$ cat config.mk
export PLATFORM = sky130hd
export DESIGN_NAME = phytx_ctrl
export DESIGN_NICKNAME = d
export VERILOG_FILES = /design/src/inc/phytx_pkg.sv /design/src/verilog/phytx_ctrl.sv /design/src/verilog/phytx_buf.sv
export VERILOG_INCLUDE_DIRS = /design/src /design/src/inc
export SDC_FILE = /design/constraint.sdc
export NUM_CORES = 1
export LEC_CHECK = 0
export BUFFER_PORTS_ARGS = -buffer_cell sky130_fd_sc_hd__buf_2
export CAP_MARGIN = 30
export CELL_PAD_IN_SITES_DETAIL_PLACEMENT = 0
export CELL_PAD_IN_SITES_GLOBAL_PLACEMENT = 1
export CORE_MARGIN = 2
export CORE_UTILIZATION = 35
export CTS_CLUSTER_DIAMETER = 80
export DETAILED_ROUTE_END_ITERATION = 8
export PLACE_DENSITY_LB_ADDON = 0.2
export REMOVE_ABC_BUFFERS = 1
export SLEW_MARGIN = 10
export SYNTH_ARGS = -nofsm -noshare
export SYNTH_HDL_FRONTEND = slang
export SYNTH_HIERARCHICAL = 1
export SYNTH_SLANG_ARGS = --single-unit
$ cat constraint.sdc
create_clock -name SYS_CLK -period 2.4 [get_ports SYS_CLK]
set_input_delay 0.24 -clock SYS_CLK [delete_from_list [all_inputs] [get_ports SYS_CLK]]
set_output_delay 0.24 -clock SYS_CLK [all_outputs]
set_load 0.02 [all_outputs]
$ cat src/inc/phytx_consts.svh
`ifndef PHYTX_CONSTS_SVH
`define PHYTX_CONSTS_SVH

// ****************************************
// Control bus addresses
// ****************************************
`define PHYTX_ADDR_MASK  8'h03
`define PHYTX_ADDR_TSC   8'h04
`define PHYTX_ADDR_CMP   8'h1B

// ****************************************
// Reset values
// ****************************************
`define PHYTX_MASK_RST   8'h00
`define PHYTX_TSC_RST    8'hA2
`define PHYTX_RD_IDLE    8'h00

// ****************************************
// Transmit state field positions
// ****************************************
`define PHYTX_TM_LO      0
`define PHYTX_TM_HI      2
`define PHYTX_IC_LOW     3
`define PHYTX_IC_HIGH    4
`define PHYTX_SMOOTH     5
`define PHYTX_PAR_EN     6

// ****************************************
// Mask bit positions
// ****************************************
`define PHYTX_WREJ_BIT   2
`define PHYTX_CWI_BIT    3

// ****************************************
// Symbol pairs
// ****************************************
`define PHYTX_PAIR_IDLE  10'h3FF
`define PHYTX_PAIR_QUIET 10'h000
`define PHYTX_PAIR_MAST  10'h080
`define PHYTX_PAIR_HALT  10'h084

`endif

$ cat src/inc/phytx_pkg.sv
package phytx_pkg;

  typedef enum logic [2:0] {
    PHYTX_ACTIVE = 3'b000,
    PHYTX_IDLE   = 3'b001,
    PHYTX_OFF    = 3'b010,
    PHYTX_RSV3   = 3'b011,
    PHYTX_MASTER = 3'b100,
    PHYTX_HALT   = 3'b101,
    PHYTX_QUIET  = 3'b110,
    PHYTX_RSV7   = 3'b111
  } phytx_mode_t;

  typedef enum logic [1:0] {
    PHYTX_INJ_NONE   = 2'b00,
    PHYTX_INJ_ONCE   = 2'b01,
    PHYTX_INJ_PERIOD = 2'b10,
    PHYTX_INJ_CONT   = 2'b11
  } phytx_inj_t;

endpackage : phytx_pkg

$ cat src/verilog/phytx_ctrl.sv
// Function
// - INT_N low while any latched condition and its mask bit are both one.
// - Reset clears the whole interrupt mask register.
// - Mask bits 0..7 gate the eight condition flags in fixed order.
// - Mode 000 passes request data; mode 001 sends Idle pairs.
// - Mode 010 sends Quiet pairs and drops the transmitter enable.
// - Reserved modes 011 and 111 send Quiet pairs.
// - Mode 100 sends Master pairs.
// - Mode 101 sends Halt pairs; mode 110 sends Quiet pairs.
// - Injection beats mode symbols; mode symbols beat request data.
// - Reset loads Off mode, smoother on, top bit one, rest zero.
// - Trigger copies preset mode; writes then rejected and flagged.
// - In Stop mode the mode and inject fields have no effect; smoother and parity bits still drive their outputs.
// - Field layout: mode 0-2, inject 3-4, smoother 5, parity 6, top 7.
// - Mask at 03h always read/write; state at 04h conditional write.
// - Bits changed since last read keep value; inhibit flag raised.
// - One-shot injection done clears the low injection bit itself.
`timescale 1ns/1ps
`default_nettype none
`include "phytx_consts.svh"

module phytx_ctrl
  import phytx_pkg::*;
#(
  parameter int PAIR_W = 10
) (
  input  wire logic              SYS_CLK,
  input  wire logic              RST_N,
  input  wire logic              CB_STB,
  input  wire logic              CB_WE,
  input  wire logic [7:0]        CB_ADDR,
  input  wire logic [7:0]        CB_WDATA,
  output logic      [7:0]        CB_RDATA,
  input  wire logic [7:0]        INT_COND,
  output logic                   INT_N,
  output logic                   WREJ_SET,
  output logic                   CWI_SET,
  input  wire logic              TRIG_FIRE,
  input  wire logic [2:0]        TRIG_MODE,
  input  wire logic              STOP_MODE,
  input  wire logic [PAIR_W-1:0] REQ_PAIR,
  input  wire logic              REQ_VALID,
  output logic                   REQ_READY,
  input  wire logic [PAIR_W-1:0] INJ_PAIR,
  input  wire logic              INJ_HIT,
  output logic                   INJ_DONE,
  output logic      [PAIR_W-1:0] TX_PAIR,
  output logic                   TX_VALID,
  input  wire logic              TX_READY,
  output logic                   TX_ENABLE,
  output logic                   SMOOTH_EN,
  output logic                   PARITY_EN
);

  // ****************************************
  // Declarations
  // ****************************************
  logic [7:0]        irq_mask_r;
  logic [7:0]        tsc_r;
  logic [7:0]        tsc_nxt;
  logic [7:0]        cmp_r;
  logic [7:0]        hold_bits;
  logic              wr_mask;
  logic              wr_tsc;
  logic              rd_tsc;
  logic              wr_blocked;
  logic [PAIR_W-1:0] buf_data;
  logic              buf_valid;
  logic              buf_ready;
  logic              load;
  logic              gen_ok;
  logic              inject;
  logic              once_done;
  phytx_mode_t       mode_sel;
  phytx_mode_t       mode_act_r;
  phytx_inj_t        inj_mode;

  // Mode symbols per code
  function automatic logic [PAIR_W-1:0] mode_pair(
    input phytx_mode_t m
  );
    logic [PAIR_W-1:0] p;
    p = PAIR_W'(`PHYTX_PAIR_QUIET);
    unique case (m)
      PHYTX_IDLE:   p = PAIR_W'(`PHYTX_PAIR_IDLE);
      PHYTX_MASTER: p = PAIR_W'(`PHYTX_PAIR_MAST);
      PHYTX_HALT:   p = PAIR_W'(`PHYTX_PAIR_HALT);
      PHYTX_ACTIVE,
      PHYTX_OFF,
      PHYTX_RSV3,
      PHYTX_QUIET,
      PHYTX_RSV7:   p = PAIR_W'(`PHYTX_PAIR_QUIET);
    endcase
    return p;
  endfunction

  // ****************************************
  // Control bus decode
  // ****************************************
  assign wr_mask = CB_STB && CB_WE && (CB_ADDR == `PHYTX_ADDR_MASK);
  assign wr_tsc  = CB_STB && CB_WE && (CB_ADDR == `PHYTX_ADDR_TSC);
  assign rd_tsc  = CB_STB && !CB_WE && (CB_ADDR == `PHYTX_ADDR_TSC);
  assign wr_blocked = wr_tsc && TRIG_FIRE;
  assign hold_bits = tsc_r ^ cmp_r;

  always_ff @(posedge SYS_CLK or negedge RST_N) begin
    if (!RST_N) begin
      CB_RDATA <= `PHYTX_RD_IDLE;
    end else if (CB_STB && !CB_WE) begin
      unique case (CB_ADDR)
        `PHYTX_ADDR_MASK: CB_RDATA <= irq_mask_r;
        `PHYTX_ADDR_TSC:  CB_RDATA <= tsc_r;
        `PHYTX_ADDR_CMP:  CB_RDATA <= cmp_r;
        default:          CB_RDATA <= `PHYTX_RD_IDLE;
      endcase
    end
  end

  // ****************************************
  // Interrupt mask and pin
  // ****************************************
  always_ff @(posedge SYS_CLK or negedge RST_N) begin
    if (!RST_N) begin
      irq_mask_r <= `PHYTX_MASK_RST;
    end else if (wr_mask) begin
      irq_mask_r <= CB_WDATA;
    end
  end

  always_ff @(posedge SYS_CLK or negedge RST_N) begin
    if (!RST_N) begin
      INT_N <= 1'b1;
    end else begin
      INT_N <= ~|(INT_COND & irq_mask_r);
    end
  end

  // ****************************************
  // Transmit state register
  // ****************************************
  assign inj_mode  = phytx_inj_t'(tsc_r[`PHYTX_IC_HIGH:`PHYTX_IC_LOW]);
  assign once_done = load && inject && (inj_mode == PHYTX_INJ_ONCE);

  always_comb begin
    tsc_nxt = tsc_r;
    if (TRIG_FIRE) begin
      tsc_nxt[`PHYTX_TM_HI:`PHYTX_TM_LO] = TRIG_MODE;
    end else if (wr_tsc) begin
      tsc_nxt = (tsc_r & hold_bits) | (CB_WDATA & ~hold_bits);
    end
    if (once_done) begin
      tsc_nxt[`PHYTX_IC_LOW] = 1'b0;
    end
  end

  always_ff @(posedge SYS_CLK or negedge RST_N) begin
    if (!RST_N) begin
      // off, smoother on, top bit set
      tsc_r <= `PHYTX_TSC_RST;
    end else begin
      tsc_r <= tsc_nxt;
    end
  end

  // Compare copy follows each read
  always_ff @(posedge SYS_CLK or negedge RST_N) begin
    if (!RST_N) begin
      cmp_r <= `PHYTX_TSC_RST;
    end else if (rd_tsc) begin
      cmp_r <= tsc_r;
    end
  end

  always_ff @(posedge SYS_CLK or negedge RST_N) begin
    if (!RST_N) begin
      WREJ_SET <= 1'b0;
      CWI_SET  <= 1'b0;
    end else begin
      WREJ_SET <= wr_blocked;
      CWI_SET  <= wr_tsc && !TRIG_FIRE && (hold_bits != 8'h00);
    end
  end

  always_ff @(posedge SYS_CLK or negedge RST_N) begin
    if (!RST_N) begin
      SMOOTH_EN <= 1'(`PHYTX_TSC_RST >> `PHYTX_SMOOTH);
      PARITY_EN <= 1'b0;
    end else begin
      SMOOTH_EN <= tsc_nxt[`PHYTX_SMOOTH];
      PARITY_EN <= tsc_nxt[`PHYTX_PAR_EN];
    end
  end

  // ****************************************
  // Request data buffer
  // ****************************************
  phytx_buf #(
    .W (PAIR_W)
  ) u_buf (
    .clk       (SYS_CLK),
    .rst_n     (RST_N),
    .in_data   (REQ_PAIR),
    .in_valid  (REQ_VALID),
    .in_ready  (REQ_READY),
    .out_data  (buf_data),
    .out_valid (buf_valid),
    .out_ready (buf_ready)
  );

  // ****************************************
  // Output selection
  // ****************************************
  // stop forces quiet regardless
  assign mode_sel = STOP_MODE ? PHYTX_OFF :
                    phytx_mode_t'(tsc_r[`PHYTX_TM_HI:`PHYTX_TM_LO]);
  assign inject   = !STOP_MODE && (inj_mode != PHYTX_INJ_NONE) &&
                    ((inj_mode == PHYTX_INJ_CONT) || INJ_HIT);
  // Generated pairs never wait on request data
  assign gen_ok   = inject || (mode_sel != PHYTX_ACTIVE) || buf_valid;
  assign load     = (!TX_VALID || TX_READY) && gen_ok;
  // Non-active modes still drain data so the source never wedges
  assign buf_ready = (!TX_VALID || TX_READY);

  // whole pair per beat, mode sampled at load
  always_ff @(posedge SYS_CLK or negedge RST_N) begin
    if (!RST_N) begin
      TX_PAIR    <= PAIR_W'(`PHYTX_PAIR_QUIET);
      TX_VALID   <= 1'b0;
      mode_act_r <= PHYTX_OFF;
    end else if (load) begin
      TX_VALID   <= 1'b1;
      mode_act_r <= mode_sel;
      // injection first, then mode, then data
      if (inject) begin
        TX_PAIR <= INJ_PAIR;
      end else if (mode_sel == PHYTX_ACTIVE) begin
        TX_PAIR <= buf_data;
      end else begin
        TX_PAIR <= mode_pair(mode_sel);
      end
    end else if (TX_READY) begin
      TX_VALID <= 1'b0;
    end
  end

  always_ff @(posedge SYS_CLK or negedge RST_N) begin
    if (!RST_N) begin
      TX_ENABLE <= 1'b0;
      INJ_DONE  <= 1'b0;
    end else begin
      // enable dropped only in off mode
      TX_ENABLE <= (load ? mode_sel : mode_act_r) != PHYTX_OFF;
      INJ_DONE  <= once_done;
    end
  end
endmodule // phytx_ctrl

`default_nettype wire

$ cat src/verilog/phytx_buf.sv
`timescale 1ns/1ps
`default_nettype none

module phytx_buf #(
  parameter int W = 10
) (
  input  wire logic         clk,
  input  wire logic         rst_n,
  input  wire logic [W-1:0] in_data,
  input  wire logic         in_valid,
  output logic              in_ready,
  output logic [W-1:0]      out_data,
  output logic              out_valid,
  input  wire logic         out_ready
);

  logic [W-1:0] mem_r [2];
  logic         wp_r;
  logic         rp_r;
  logic [1:0]   cnt_r;
  logic         push;
  logic         pop;

  assign push      = in_valid && in_ready;
  assign pop       = out_valid && out_ready;
  assign out_data  = mem_r[rp_r];
  assign out_valid = (cnt_r != 2'h0);

  always_ff @(posedge clk or negedge rst_n) begin
    if (!rst_n) begin
      mem_r[0] <= '0;
      mem_r[1] <= '0;
    end else if (push) begin
      mem_r[wp_r] <= in_data;
    end
  end

  always_ff @(posedge clk or negedge rst_n) begin
    if (!rst_n) begin
      wp_r     <= 1'b0;
      rp_r     <= 1'b0;
      cnt_r    <= 2'h0;
      in_ready <= 1'b1;
    end else begin
      if (push) wp_r <= ~wp_r;
      if (pop) rp_r <= ~rp_r;
      // Ready from a flop: full whenever two held, even in a cycle where one leaves
      unique case ({push, pop})
        2'b10: begin
          cnt_r    <= cnt_r + 2'h1;
          in_ready <= (cnt_r == 2'h0);
        end
        2'b01: begin
          cnt_r    <= cnt_r - 2'h1;
          in_ready <= 1'b1;
        end
        default: begin
          cnt_r    <= cnt_r;
          in_ready <= in_ready;
        end
      endcase
    end
  end

endmodule // phytx_buf

`default_nettype wire

### Word-level counts from Yosys, hierarchy flattened

Memory sizes are Yosys's and may differ from the RTL's.
Cells that the tools add are included.

| cells by class | value |
|---|---|
| add/subtract/negate cells | 2 |
| order comparisons | 3 |
| eq/ne operators | 9 |
| multiplexer cells | 19 |
| bitwise operators | 11 |
| reductions and logical operators | 38 |

Operator list:

| kind | count |
|---|---|
| 10-bit 2-to-1 mux | 6 |
| 8-bit bitwise AND | 3 |
| 8-bit case mux with 3 select lines | 1 |
| 20-bit bitwise mux | 1 |
| 1-bit logical AND | 16 |
| 2-bit nonzero test | 6 |
| 10-bit demux with 1-bit select | 1 |
| 3-bit 2-to-1 mux | 3 |
| 8-bit by 2-bit equality test with 1-bit output, second input constant | 1 |
| 8-bit by 3-bit equality test with 1-bit output, second input constant | 1 |
| 8-bit by 5-bit equality test with 1-bit output, second input constant | 1 |
| 8-bit inverter | 1 |
| 8-bit OR | 1 |
| 8-bit nonzero test | 1 |
| 8-bit OR reduction | 1 |
| 8-bit bitwise XOR | 1 |
| 7-bit 2-to-1 mux | 1 |
| 1-bit logical NOT | 5 |
| 2-bit by 1-bit equality test with 1-bit output, second input constant | 2 |
| 2-bit equality test, second input constant | 2 |
| 2-bit >= comparator, second input constant | 2 |
| 1-bit logical OR | 4 |
| 4-bit 2-to-1 mux | 1 |
| 1-bit inverter with 2-bit output | 2 |
| other kinds (13) | 18 |

| word-level totals | value |
|---|---|
| register bits | 78 |
| ROM bits | 80 |
| logic and storage cells | 106 |
| memories kept | 1 |

Memories:

| name | depth | bits a word | rd ports | clocked after memory_dff | wr ports | RTL line | source |
|---|---|---|---|---|---|---|---|
| (name not given) | 8 | 10 | 1 | 0 | 0 | phytx_ctrl.sv:84 | `unique case (m)` |

### Longest topological paths before layout

Gate-level depths: netlist of run 1.

| logic depth | value |
|---|---|
| depth in word-level cells | 10 |
| mapped depth | 7 |

### Cells and area by module

The synthesis of run 1 kept the hierarchy.

By module, submodules not included:

| module | instances | cells each | area each (um^2) | sequential area each (um^2) |
|---|---|---|---|---|
| phytx_ctrl | 1 | 243 | 2,621.3 | 1,286.2 |
| phytx_buf | 1 | 73 | 1,117.3 | 626.9 |

### Least setup slack after synthesis of run 1

No wires, ideal clock.

| timing | value |
|---|---|
| path kind | flip-flop to flip-flop |
| start | register u_buf.cnt_r[0] |
| end | register TX_ENABLE |
| setup time | 0.127 ns |
| arrival time | 1.629 ns |
| required time | 2.273 ns |
| path slack | 0.645 ns |
| cell stages (with the launch flop) | 7 |
| path buffers | 2 |
| cell sequence | dfrtp_1 -> or2_2 -> or3_1 -> o41ai_2 -> buf_4 -> buf_4 -> a31oi_1 |

| between the ends | value |
|---|---|
| cells in the longest elaborated chain, start to end | 5 |

RTL lines:

| what | RTL line | source |
|---|---|---|
| from (decl) | phytx_buf.sv:20 | `logic [1:0] cnt_r;` |
| from (signal assigned) | phytx_buf.sv:50 | `cnt_r <= cnt_r + 2'h1;` |
| from (signal assigned) | phytx_buf.sv:54 | `cnt_r <= cnt_r - 2'h1;` |
| from (signal assigned) | phytx_buf.sv:58 | `cnt_r <= cnt_r;` |
| 2-bit nonzero test | phytx_buf.sv:27 | `assign out_valid = (cnt_r != 2'h0);` |
| via buf_valid | phytx_ctrl.sv:68 | `logic buf_valid;` |
| 1-bit logical OR | phytx_ctrl.sv:219 | `assign gen_ok = inject \|\| (mode_sel != PHYTX_ACTIVE) \|\| buf_valid;` |
| 1-bit logical AND | phytx_ctrl.sv:220 | `assign load = (!TX_VALID \|\| TX_READY) && gen_ok;` |
| 3-bit 2-to-1 mux | n/a |  |
| 3-bit by 2-bit != test with 1-bit output | phytx_ctrl.sv:252 | `TX_ENABLE <= (load ? mode_sel : mode_act_r) != PHYTX_OFF;` |
| to (signal assigned) | phytx_ctrl.sv:248 | `TX_ENABLE <= 1'b0;` |
| to (signal assigned) | phytx_ctrl.sv:252 |  |
| to (decl) | phytx_ctrl.sv:50 | `output logic TX_ENABLE,` |

The timed path passes the listed nets, and every way through them passes these cells.
A chain may end at the register's enable or synchronous reset.

### Worst setup path in the final report of run 1

| timing | value |
|---|---|
| start | register u_buf.cnt_r[0] |
| end | register TX_PAIR[4] |

| between the ends | value |
|---|---|
| cells in the longest elaborated chain, start to end | 3 |

RTL lines:

| what | RTL line | source |
|---|---|---|
| 2-bit nonzero test | phytx_buf.sv:27 |  |
| via buf_valid | phytx_ctrl.sv:68 |  |
| 1-bit logical OR | phytx_ctrl.sv:219 |  |
| 1-bit logical AND | phytx_ctrl.sv:220 |  |
| to (signal assigned) | phytx_ctrl.sv:227 | `` TX_PAIR <= PAIR_W'(`PHYTX_PAIR_QUIET); `` |
| to (signal assigned) | phytx_ctrl.sv:237 | `TX_PAIR <= buf_data;` |
| to (signal assigned) | phytx_ctrl.sv:239 | `TX_PAIR <= mode_pair(mode_sel);` |
| to (decl) | phytx_ctrl.sv:47 | `output logic [PAIR_W-1:0] TX_PAIR,` |

The timed path passes the listed nets, and every way through them passes these cells.

==> results of run 1 <==
-- state kept, by name (all words and copies together), names as in the netlist, 2 cells and up, named ones only --
name	count
CB_RDATA	8
TX_PAIR	10
cmp_r	8
irq_mask_r	8
mode_act_r	3
tsc_r	4
u_buf/cnt_r	2
u_buf/mem_r	20
-- cell families (layout without fill, tap and decap cells) --
| family | after synthesis | count (layout) | synth area share [%] |
|---|---|---|---|
| fa+ha+maj | 2 | 2 | 0.602 |
| simple gates | 83 | 83 | 12.8 |
| flops | 76 | 76 | 51.2 |
| compound gates | 73 | 73 | 12.9 |
| mux | 56 | 56 | 17.4 |
| buf+inv | 14 | 108 | 2.31 |
| xor+xnor | 12 | 12 | 2.81 |
-- final cells by class --
type                       count  area, um2  share of cell area, %
multi-input combinational    226       1750                   38.3
tap                          136        170                   3.72
sequential                    76       1910                   41.9
timing repair buffer          92        503                   11.0
clock buffer                  11        131                   2.87
clock inverter                 5        103                   2.24
-- worst reg2reg max path: cells and delay by family (launching register included) --
family | cells | cell delay (ns)
AO/OA/AOI/OAI | 2 | 0.56
flip-flops | 1 | 0.42
buffers and inverters | 1 | 0.27
AND/OR/NAND/NOR | 2 | 0.69
-- per-stage QoR --
| stage | worst slack [ns] | cell area [um2] | power [mW] | util (%) |
|---|---|---|---|---|
| floorplan | -0.135 | 3650 | 1.52 | - |
| global placement | 0.413 | 4320 | 1.69 | 41.7 |
| detailed placement | 0.339 | 4330 | 1.70 | 41.7 |
| CTS | 0.323 | 4570 | 2.87 | 44.1 |
| global route | 0.178 | 4570 | 2.96 | 44.1 |
| finish | 0.338 | 4570 | 2.83 | 44.1 |
-- cells in the final DEF (no fill, tap or decap), types with 3 or more instances in the layout --
master	count
a21oi_1	11
dfstp_2	9
mux2_4	9
nor2_1	8
buf_2	81
and2_1	4
bufinv_16	3
nand3b_1	5
a31oi_1	5
dfrtp_1	67
mux2_2	37
nand2b_1	6
a22oi_1	4
o21a_1	9
nor3_1	3
buf_4	9
o21ai_0	26
o41ai_1	3
nand2_1	28
xor2_1	10
o31ai_1	3
a222oi_1	7
mux2i_1	10
clkbuf_8	9
-- how the worst max path moves through the flow --
stage               depth (start not counted)                  startpoint                endpoint  slack, ns
floorplan                                   5  u_buf/cnt_r[0]$_DFFE_PN0P_    tsc_r[3]$_DFFE_PN0P_      -0.14
global placement                            5  u_buf/cnt_r[0]$_DFFE_PN0P_  TX_PAIR[5]$_DFFE_PN0N_       0.41
detailed placement                          5  u_buf/cnt_r[0]$_DFFE_PN0P_  TX_PAIR[2]$_DFFE_PN0N_       0.34
CTS                                         5  u_buf/cnt_r[0]$_DFFE_PN0P_  TX_PAIR[4]$_DFFE_PN0N_       0.32
global route                                6  u_buf/cnt_r[0]$_DFFE_PN0P_  TX_PAIR[8]$_DFFE_PN0N_       0.18
finish                                      5  u_buf/cnt_r[0]$_DFFE_PN0P_  TX_PAIR[4]$_DFFE_PN0N_       0.34
-- routing by layer --
layer	part of all wire [%]	vias up	global-route usage [%]
li1	-	1353	-
met1	49	1327	24.7
met2	45	68	25.0
met3	4.5	10	2.97
met4	1.5	0	6.59
met5	0	-	0
-- power groups by stage --
stage                     clock network, mW  logic (mW)  registers (mW)
after floorplan                           0       0.107            1.42
after global placement                    0       0.306            1.39
after detailed placement                  0       0.311            1.39
after CTS                              1.19       0.313            1.37
after global routing                   1.25       0.342            1.37
final                                  1.16       0.307            1.37
-- repair_timing --
| item | 4_1_cts | 5_1_grt |
|---|---|---|
| hold buffers | 1 | 0 |
| gates resized for setup | 0 | 0 |
| endpoints found under the hold margin | 67 | 0 |
==> metrics.txt, run 1 <==
reg2reg setup slack=0.34 ns; vias in the first global route=2874; Initial Utilization=36.1%; dpl cells=529; crit-path max FO=12; grt total ovfl=0; first-pass GRT wire length=15000 um; P_int=2.14 mW; post-CTS setup buffers=0; hold_ws=0.108 ns; Seq pwr share=48.2%; Synth cell types=53; core footprint=0.0104 mm2; Post-synth EDFFs=0; CTS Buffer Depth=2; Total Neg Setup Slack=0 ns; fin nets=462; top cells by area, synth=dfrtp_1 (45%), mux2_2 (11%), dfstp_2 (6.3%); Final Max Slew Viols=0; outcome=finished clean; Worst-path clk slew=0.08 ns; crit end category=flip-flop; Placer Congestion=0.734; asr flop ratio synth=100%; Setup Skew=0.0147 ns; layout cells sized above 1=41.2%; Arr. time, crit path=2.29 ns; Logic pwr share=10.8%; PortBufs=82; I/O pin count=83; worst path buffer plus inverter count=1; TritonCTS clock tree=done; critical path type=reg -> reg; Synth Flop Type=dfrtp_1; FMAX=485 MHz; RR Endpoint=TX_PAIR[4]$_DFFE_PN0N_; Die Width=107 um; gr usage total=16.9%; initial antenna violation count=0; post-route ant nets=0; Fin. Hold Viols=0; Register-to-Register Path Depth=5; share of the yosys chip area belonging to registers=51.2%; syn_area_per_cell=11.8 um2; HP Class=in -> reg; hold path cells=3; Fill cells=1029; total of max-cap violations=0; CP startpoint kind=flip-flop; placed wire-length estimate=6670 um; vias=2758; CTS Buf Count=9; Net Switching=0.691 mW; Clk Latency, worst-skew pair=0.35 ns; Initial DRC Count=150; clk sink count=76; Slew HR=50.1%; drt wl/cell=16.8 um; synthesized flop and latch total=76; power share of the clock group=41.0%; min cycle time layout=2.06 ns; DIE AREA=0.0115 mm2; largest net degree at the start of global routing=77; Routed WL=9190 um; synth cell count leaders=dfrtp_1 (67), mux2_2 (37), nand2_1 (28); Yosys top cell by area=dfrtp_1; Req. time, crit path=2.63 ns; Final period util=85.9%; Critical Path, Cell by Cell=or2_2, or3_1, o41ai_4, buf_4, o21ai_0; vias per cell=5.05; H-tree Lvls=3; 1st-pass router iterations=4; PD cells=620 mW/mm2; post-route insts no fill=546; Gate Count Post-Synth=316; worst min-delay path startpoint=TRIG_MODE[1]; diode count=0; count leader, synth=dfrtp_1; Row Count=37; Worst VDD drop=0.336 mV; Slew @ Worst Pin=0.749 ns; post-synth top area share=44.8%; sw frac=24.4%; Final setup viols=0; Crit-path slowest cell=o41ai_4; Hold Path End=tsc_r[1]$_DFFE_PN1P_; die height=107 um; P&R area growth vs syn=22.3%; DRC viols=0; Root Buffer=clkbuf_8; Lkg Pwr=2.28 nW; YS warnings=6; CP top delay family=simple AND/OR/NAND/NOR gates; Max stage delay on crit path=0.46 ns; RSZ-0062 raised after global routing=no; synthesized area=0.00374 mm2; r2r startpoint=u_buf/cnt_r[0]$_DFFE_PN0P_
(Power assumes the default switching activity.)
==> run 2, diff against run 1 <==
- PLACE_DENSITY_LB_ADDON: 0.2 -> 0.08
==> metrics.txt, run 2 (synthesis gave the netlist of run 1 again) <==
Worst-path clk slew=0.09 ns (about the same); Largest register FFs=20 (unchanged); Placer Congestion=0.737 (+0.45%); critical path type=reg -> reg; post-route ant nets=0 (unchanged); Fin. Hold Viols=0 (unchanged); Root Buffer=clkbuf_8; RSZ-0062 raised after global routing=no; PortBufs=82 (unchanged); FMAX=514 MHz (+6.0%); Max stage delay on crit path=0.41 ns (-0.05 ns); worst min-delay path startpoint=TRIG_MODE[1]; dpl cells=530 (+0.19%); fin util=44.3% (+0.21 points); Crit-path slowest cell=dfrtp_1; Fill cells=1048 (+1.8%); Register-to-Register Path Depth=6 (+1); commonest non-fill, non-tap cell in the layout=buf_2; PD cells=632 mW/mm2 (+1.8%); post-placement cell area=0.00433 mm2 (+0.17%); r2r startpoint=u_buf/cnt_r[0]$_DFFE_PN0P_; Final Cell Area=0.00459 mm2 (+0.47%); DIE AREA=0.0115 mm2 (unchanged); post-route insts no fill=547 (+0.18%); die height=107 um (unchanged); cts repair resizes=0 (unchanged); layout cells sized above 1=41.6% (+0.39 points); post-CTS setup buffers=0 (unchanged); Final Max Slew Viols=0 (unchanged); outcome=finished clean; Final Power=2.90 mW (+2.3%); crit end category=flip-flop; Lkg Pwr=2.29 nW (+0.47%); vias in the first global route=2940 (+2.3%); 1st-pass router iterations=5 (+1); P&R area growth vs syn=22.8%; Slew HR=54.5% (+4.4 points); Hold Path End=tsc_r[1]$_DFFE_PN1P_; Setup Skew=0.0207 ns (+0.00599 ns); Arr. time, crit path=2.22 ns (-0.07 ns); Total Neg Setup Slack=0 ns (unchanged); Slew @ Worst Pin=0.682 ns (-0.0661 ns); Initial DRC Count=135 (-10%); RR Endpoint=tsc_r[3]$_DFFE_PN0P_; min cycle time layout=1.94 ns (-0.117 ns); HP Class=in -> reg; TritonCTS clock tree=done; Worst VDD drop=0.215 mV (-36%); Largest Register=u_buf/mem_r; CP startpoint kind=flip-flop; grt total ovfl=0 (unchanged); Initial Utilization=36.1% (unchanged); DRC viols=0 (unchanged); gr usage total=17.6% (+0.66 points); core footprint=0.0104 mm2 (unchanged); I/O pin count=83 (unchanged); Clk Latency, worst-skew pair=0.35 ns (about the same); clk sink count=76 (unchanged); vias=2812 (+2.0%); largest net degree at the start of global routing=38 (-51%); Critical Path, Cell by Cell=or2_2, or3_1, o41ai_4, buf_4, nor2_1, a31oi_1; H-tree Lvls=3 (unchanged); Die Width=107 um (unchanged); biggest regs=u_buf/mem_r (20), TX_PAIR (10); vias per cell=5.14 (+1.8%); crit-path max FO=29 (+17); drt wl/cell=17.7 um (+5.4%); Final setup viols=0 (unchanged); Routed WL=9700 um (+5.6%); hold path cells=3 (unchanged); diode count=0 (unchanged); placed wire-length estimate=7150 um (+7.2%); CTS Buffer Depth=2 (unchanged); reg2reg setup slack=0.46 ns (+0.12 ns); total of max-cap violations=0 (unchanged); Row Count=37 (unchanged); CTS Buf Count=9 (unchanged); Final period util=81.0% (-4.9 points); fin nets=463 (+0.22%); first-pass GRT wire length=15400 um (+3.0%); Req. time, crit path=2.68 ns (+0.05 ns); commonest cells after routing, fill and taps aside=buf_2 (81), dfrtp_1 (67), mux2_2 (37); initial antenna violation count=0 (unchanged)
[run 2: cell count changes in the layout (fill, tap and decap cells not counted)]
cell	change
buf_4	+1
clkbuf_1	-1
clkbuf_8	+1
clkinv_2	-1
inv_6	+1
[run 2: layout make-up]
cell class	instances	area, um2	area share, %
sequential	76	1910	41.7
timing repair buffer	93	510	11.1
multi-input combinational	226	1750	38.1
clock buffer	11	141	3.08
clock inverter	5	106	2.32
tap	136	170	3.71
[run 2: where the power goes]
part	internal (mW)	leakage (nW)	switching, mW
combinational	0.124	1.16	0.186
clock	0.724	0.120	0.505
sequential	1.33	1.00	0.0330
total	2.18	2.29	0.724
[run 2: stage by stage]
| step | hold slack, ns | setup WS, ns |
|---|---|---|
| after CTS | 0.104 | 0.430 |
| final | 0.118 | 0.455 |
| after floorplan | -0.0556 | -0.135 |
| after global placement | 0.244 | 0.489 |
| after global routing | 0.123 | 0.319 |
| after detailed placement | 0.245 | 0.450 |
[run 2: metal layers]
| layer | part of all wire (%) | vias to the layer above | track usage, % |
|---|---|---|---|
| met1 | 44 | 1377 | 22.2 |
| met3 | 5.0 | 7 | 3.39 |
| li1 | - | 1345 | - |
| met2 | 50 | 83 | 30.6 |
| met4 | 0.88 | 0 | 5.40 |
| met5 | 0 | - | 0 |
[run 2: worst max-delay path, delay by kind of cell, from the launching register on]
kind / cells / cell delay (ns)
flip-flops: 1 / 0.41
AND/OR/NAND/NOR: 3 / 0.80
AO/OA/AOI/OAI: 2 / 0.35
buffers and inverters: 1 / 0.31
[run 2: timing repair]
action	CTS	global route
setup endpoints to repair	0	0
hold endpoints to repair	33	0
hold buffers	1	0
[run 2: how the worst max path moves through the flow]
stage / start / slack [ns] / cells past startpoint / to
final: u_buf/cnt_r[0]$_DFFE_PN0P_ / 0.46 / 6 / tsc_r[3]$_DFFE_PN0P_
after global routing: u_buf/cnt_r[0]$_DFFE_PN0P_ / 0.32 / 6 / tsc_r[3]$_DFFE_PN0P_
after CTS: u_buf/cnt_r[0]$_DFFE_PN0P_ / 0.43 / 6 / TX_ENABLE$_DFF_PN0_
after detailed placement: u_buf/cnt_r[0]$_DFFE_PN0P_ / 0.45 / 6 / TX_ENABLE$_DFF_PN0_
after global placement: u_buf/cnt_r[0]$_DFFE_PN0P_ / 0.49 / 6 / TX_ENABLE$_DFF_PN0_
after floorplan: u_buf/cnt_r[0]$_DFFE_PN0P_ / -0.14 / 5 / tsc_r[3]$_DFFE_PN0P_
==> run 3, diff against run 2 <==
- clock period: 2.4 -> 2 ns (I/O delays scaled with it)
==> metrics.txt, run 3 (synthesis gave the netlist of run 1 again) <==
Row Count=37 (unchanged); Root Buffer=clkbuf_8; Final Max Slew Viols=0 (unchanged); die height=107 um (unchanged); CP startpoint kind=flip-flop; Arr. time, crit path=2.07 ns (-0.15 ns); Placer Congestion=0.731 (-0.94%); Crit-path slowest cell=dfrtp_1; commonest cells after routing, fill and taps aside=buf_2 (81), dfrtp_1 (67), mux2_2 (37); cts repair resizes=0 (unchanged); Hold Path End=tsc_r[1]$_DFFE_PN1P_; grt total ovfl=0 (unchanged); RSZ-0062 raised after global routing=no; core footprint=0.0104 mm2 (unchanged); Final setup viols=0 (unchanged); Largest register FFs=20 (unchanged); Critical Path, Cell by Cell=or2_2, or3_1, o41ai_4, buf_4, o21ai_0; PD cells=670 mW/mm2 (+6.1%); layout cells sized above 1=42.3% (+0.70 points); 1st-pass router iterations=4 (-1); first-pass GRT wire length=15500 um (about the same); largest net degree at the start of global routing=34 (-11%); critical path type=reg -> reg; vias in the first global route=2901 (-1.3%); post-route ant nets=0 (unchanged); I/O pin count=83 (unchanged); outcome=finished clean; drt wl/cell=17.3 um (-2.6%); PortBufs=82 (unchanged); vias=2824 (+0.43%); Final period util=92.6% (+12 points); Largest Register=u_buf/mem_r; DRC viols=0 (unchanged); Slew HR=52.5% (-2.0 points); Clk Latency, worst-skew pair=0.34 ns (about the same); CTS Buf Count=9 (unchanged); Final Power=3.05 mW (+5.1%); Fill cells=1031 (-1.6%); min cycle time layout=1.85 ns (-0.0926 ns); Setup Skew=0.0138 ns (-0.00687 ns); Initial DRC Count=97 (-28%); dpl cells=535 (+0.94%); post-CTS setup buffers=0 (unchanged); gr usage total=17.5% (-0.063 points); initial antenna violation count=0 (unchanged); post-route insts no fill=552 (+0.91%); Routed WL=9530 um (-1.7%); Die Width=107 um (unchanged); hold_ws=0.0680 ns (-0.0502 ns); biggest regs=u_buf/mem_r (20), TX_PAIR (10); H-tree Lvls=3 (unchanged); r2r startpoint=u_buf/cnt_r[1]$_DFFE_PN0P_; hold path cells=3 (unchanged); crit-path max FO=18 (-38%); fin nets=468 (+1.1%); CTS Hold Bufs=1 (unchanged); FMAX=540 MHz (+5.0%); Fin. Hold Viols=0 (unchanged); Max stage delay on crit path=0.40 ns (about the same); Worst VDD drop=0.251 mV (+17%); P&R area growth vs syn=21.8%; DIE AREA=0.0115 mm2 (unchanged); TritonCTS clock tree=done; Lkg Pwr=2.28 nW (-0.50%); vias per cell=5.12 (-0.48%); Req. time, crit path=2.22 ns (-0.46 ns); RR Endpoint=TX_PAIR[1]$_DFFE_PN0N_; HP Class=in -> reg; placed wire-length estimate=7110 um (-0.50%); commonest non-fill, non-tap cell in the layout=buf_2; CTS Buffer Depth=2 (unchanged); crit end category=flip-flop; clk sink count=76 (unchanged); worst min-delay path startpoint=TRIG_MODE[1]; Slew @ Worst Pin=0.712 ns (+0.0297 ns); Register-to-Register Path Depth=5 (-1); total of max-cap violations=0 (unchanged); Worst-path clk slew=0.08 ns (about the same); diode count=0 (unchanged); reg2reg setup slack=0.15 ns (-0.31 ns); Initial Utilization=36.1% (unchanged)
## run 3: cell count changes in the layout (fill, tap and decap cells not counted)
cell        before  now
bufinv_16        3    0
clkinvlp_4       1    2
clkbuf_8        10    9
buf_4           10   15
clkinv_2         0    2
clkinv_4         0    2
inv_6            1    0
## run 3: final cells by class
class	instances	area, um2	area share, %
Multi-Input combinational cell	226	1750	38.5
Clock buffer	10	128	2.80
Tap cell	136	170	3.74
Timing Repair Buffer	98	548	12.0
Sequential cell	76	1910	42.0
Clock inverter	6	42.5	0.935
## run 3: worst max-delay path: cells and delay by family, from the launching register on
kind	cells	cell delay (ns)
AND/OR/NAND/NOR	2	0.68
buffers and inverters	1	0.26
AO/OA/AOI/OAI	2	0.40
flip-flops	1	0.40
## run 3: power by group
| group | total [mW] | internal (mW) | switching [mW] |
|---|---|---|---|
| clock | 1.04 | 0.451 | 0.588 |
| combinational | 0.377 | 0.154 | 0.224 |
| sequential | 1.63 | 1.59 | 0.0389 |
## run 3: through the flow
step / setup slack (ns) / setup TNS [ns] / utilization, % / cell area (um2)
global route: 0.0195 / 0 / 43.9 / 4550
detailed placement: 0.140 / 0 / 42.2 / 4370
global placement: 0.190 / 0 / 42.2 / 4370
CTS: 0.129 / 0 / 43.9 / 4550
finish: 0.148 / 0 / 43.9 / 4550
floorplan: -0.535 / -8.24 / - / 3650
## run 3: worst max path at each step
| stage | start | to | depth (start not counted) |
|---|---|---|---|
| final | u_buf/cnt_r[1]$_DFFE_PN0P_ | TX_PAIR[1]$_DFFE_PN0N_ | 5 |
| after global routing | u_buf/cnt_r[0]$_DFFE_PN0P_ | TX_PAIR[9]$_DFFE_PN0N_ | 5 |
| after CTS | u_buf/cnt_r[1]$_DFFE_PN0P_ | TX_ENABLE$_DFF_PN0_ | 6 |
| after detailed placement | u_buf/cnt_r[0]$_DFFE_PN0P_ | TX_ENABLE$_DFF_PN0_ | 6 |
| after global placement | u_buf/cnt_r[0]$_DFFE_PN0P_ | TX_PAIR[9]$_DFFE_PN0N_ | 5 |
| after floorplan | u_buf/cnt_r[0]$_DFFE_PN0P_ | tsc_r[3]$_DFFE_PN0P_ | 5 |
## run 3: metal layers
metal	GRT usage [%]	part of all wire, %
met1	22.6	44
met2	29.8	50
met3	3.63	5.3
met4	5.13	0.88
met5	0	0
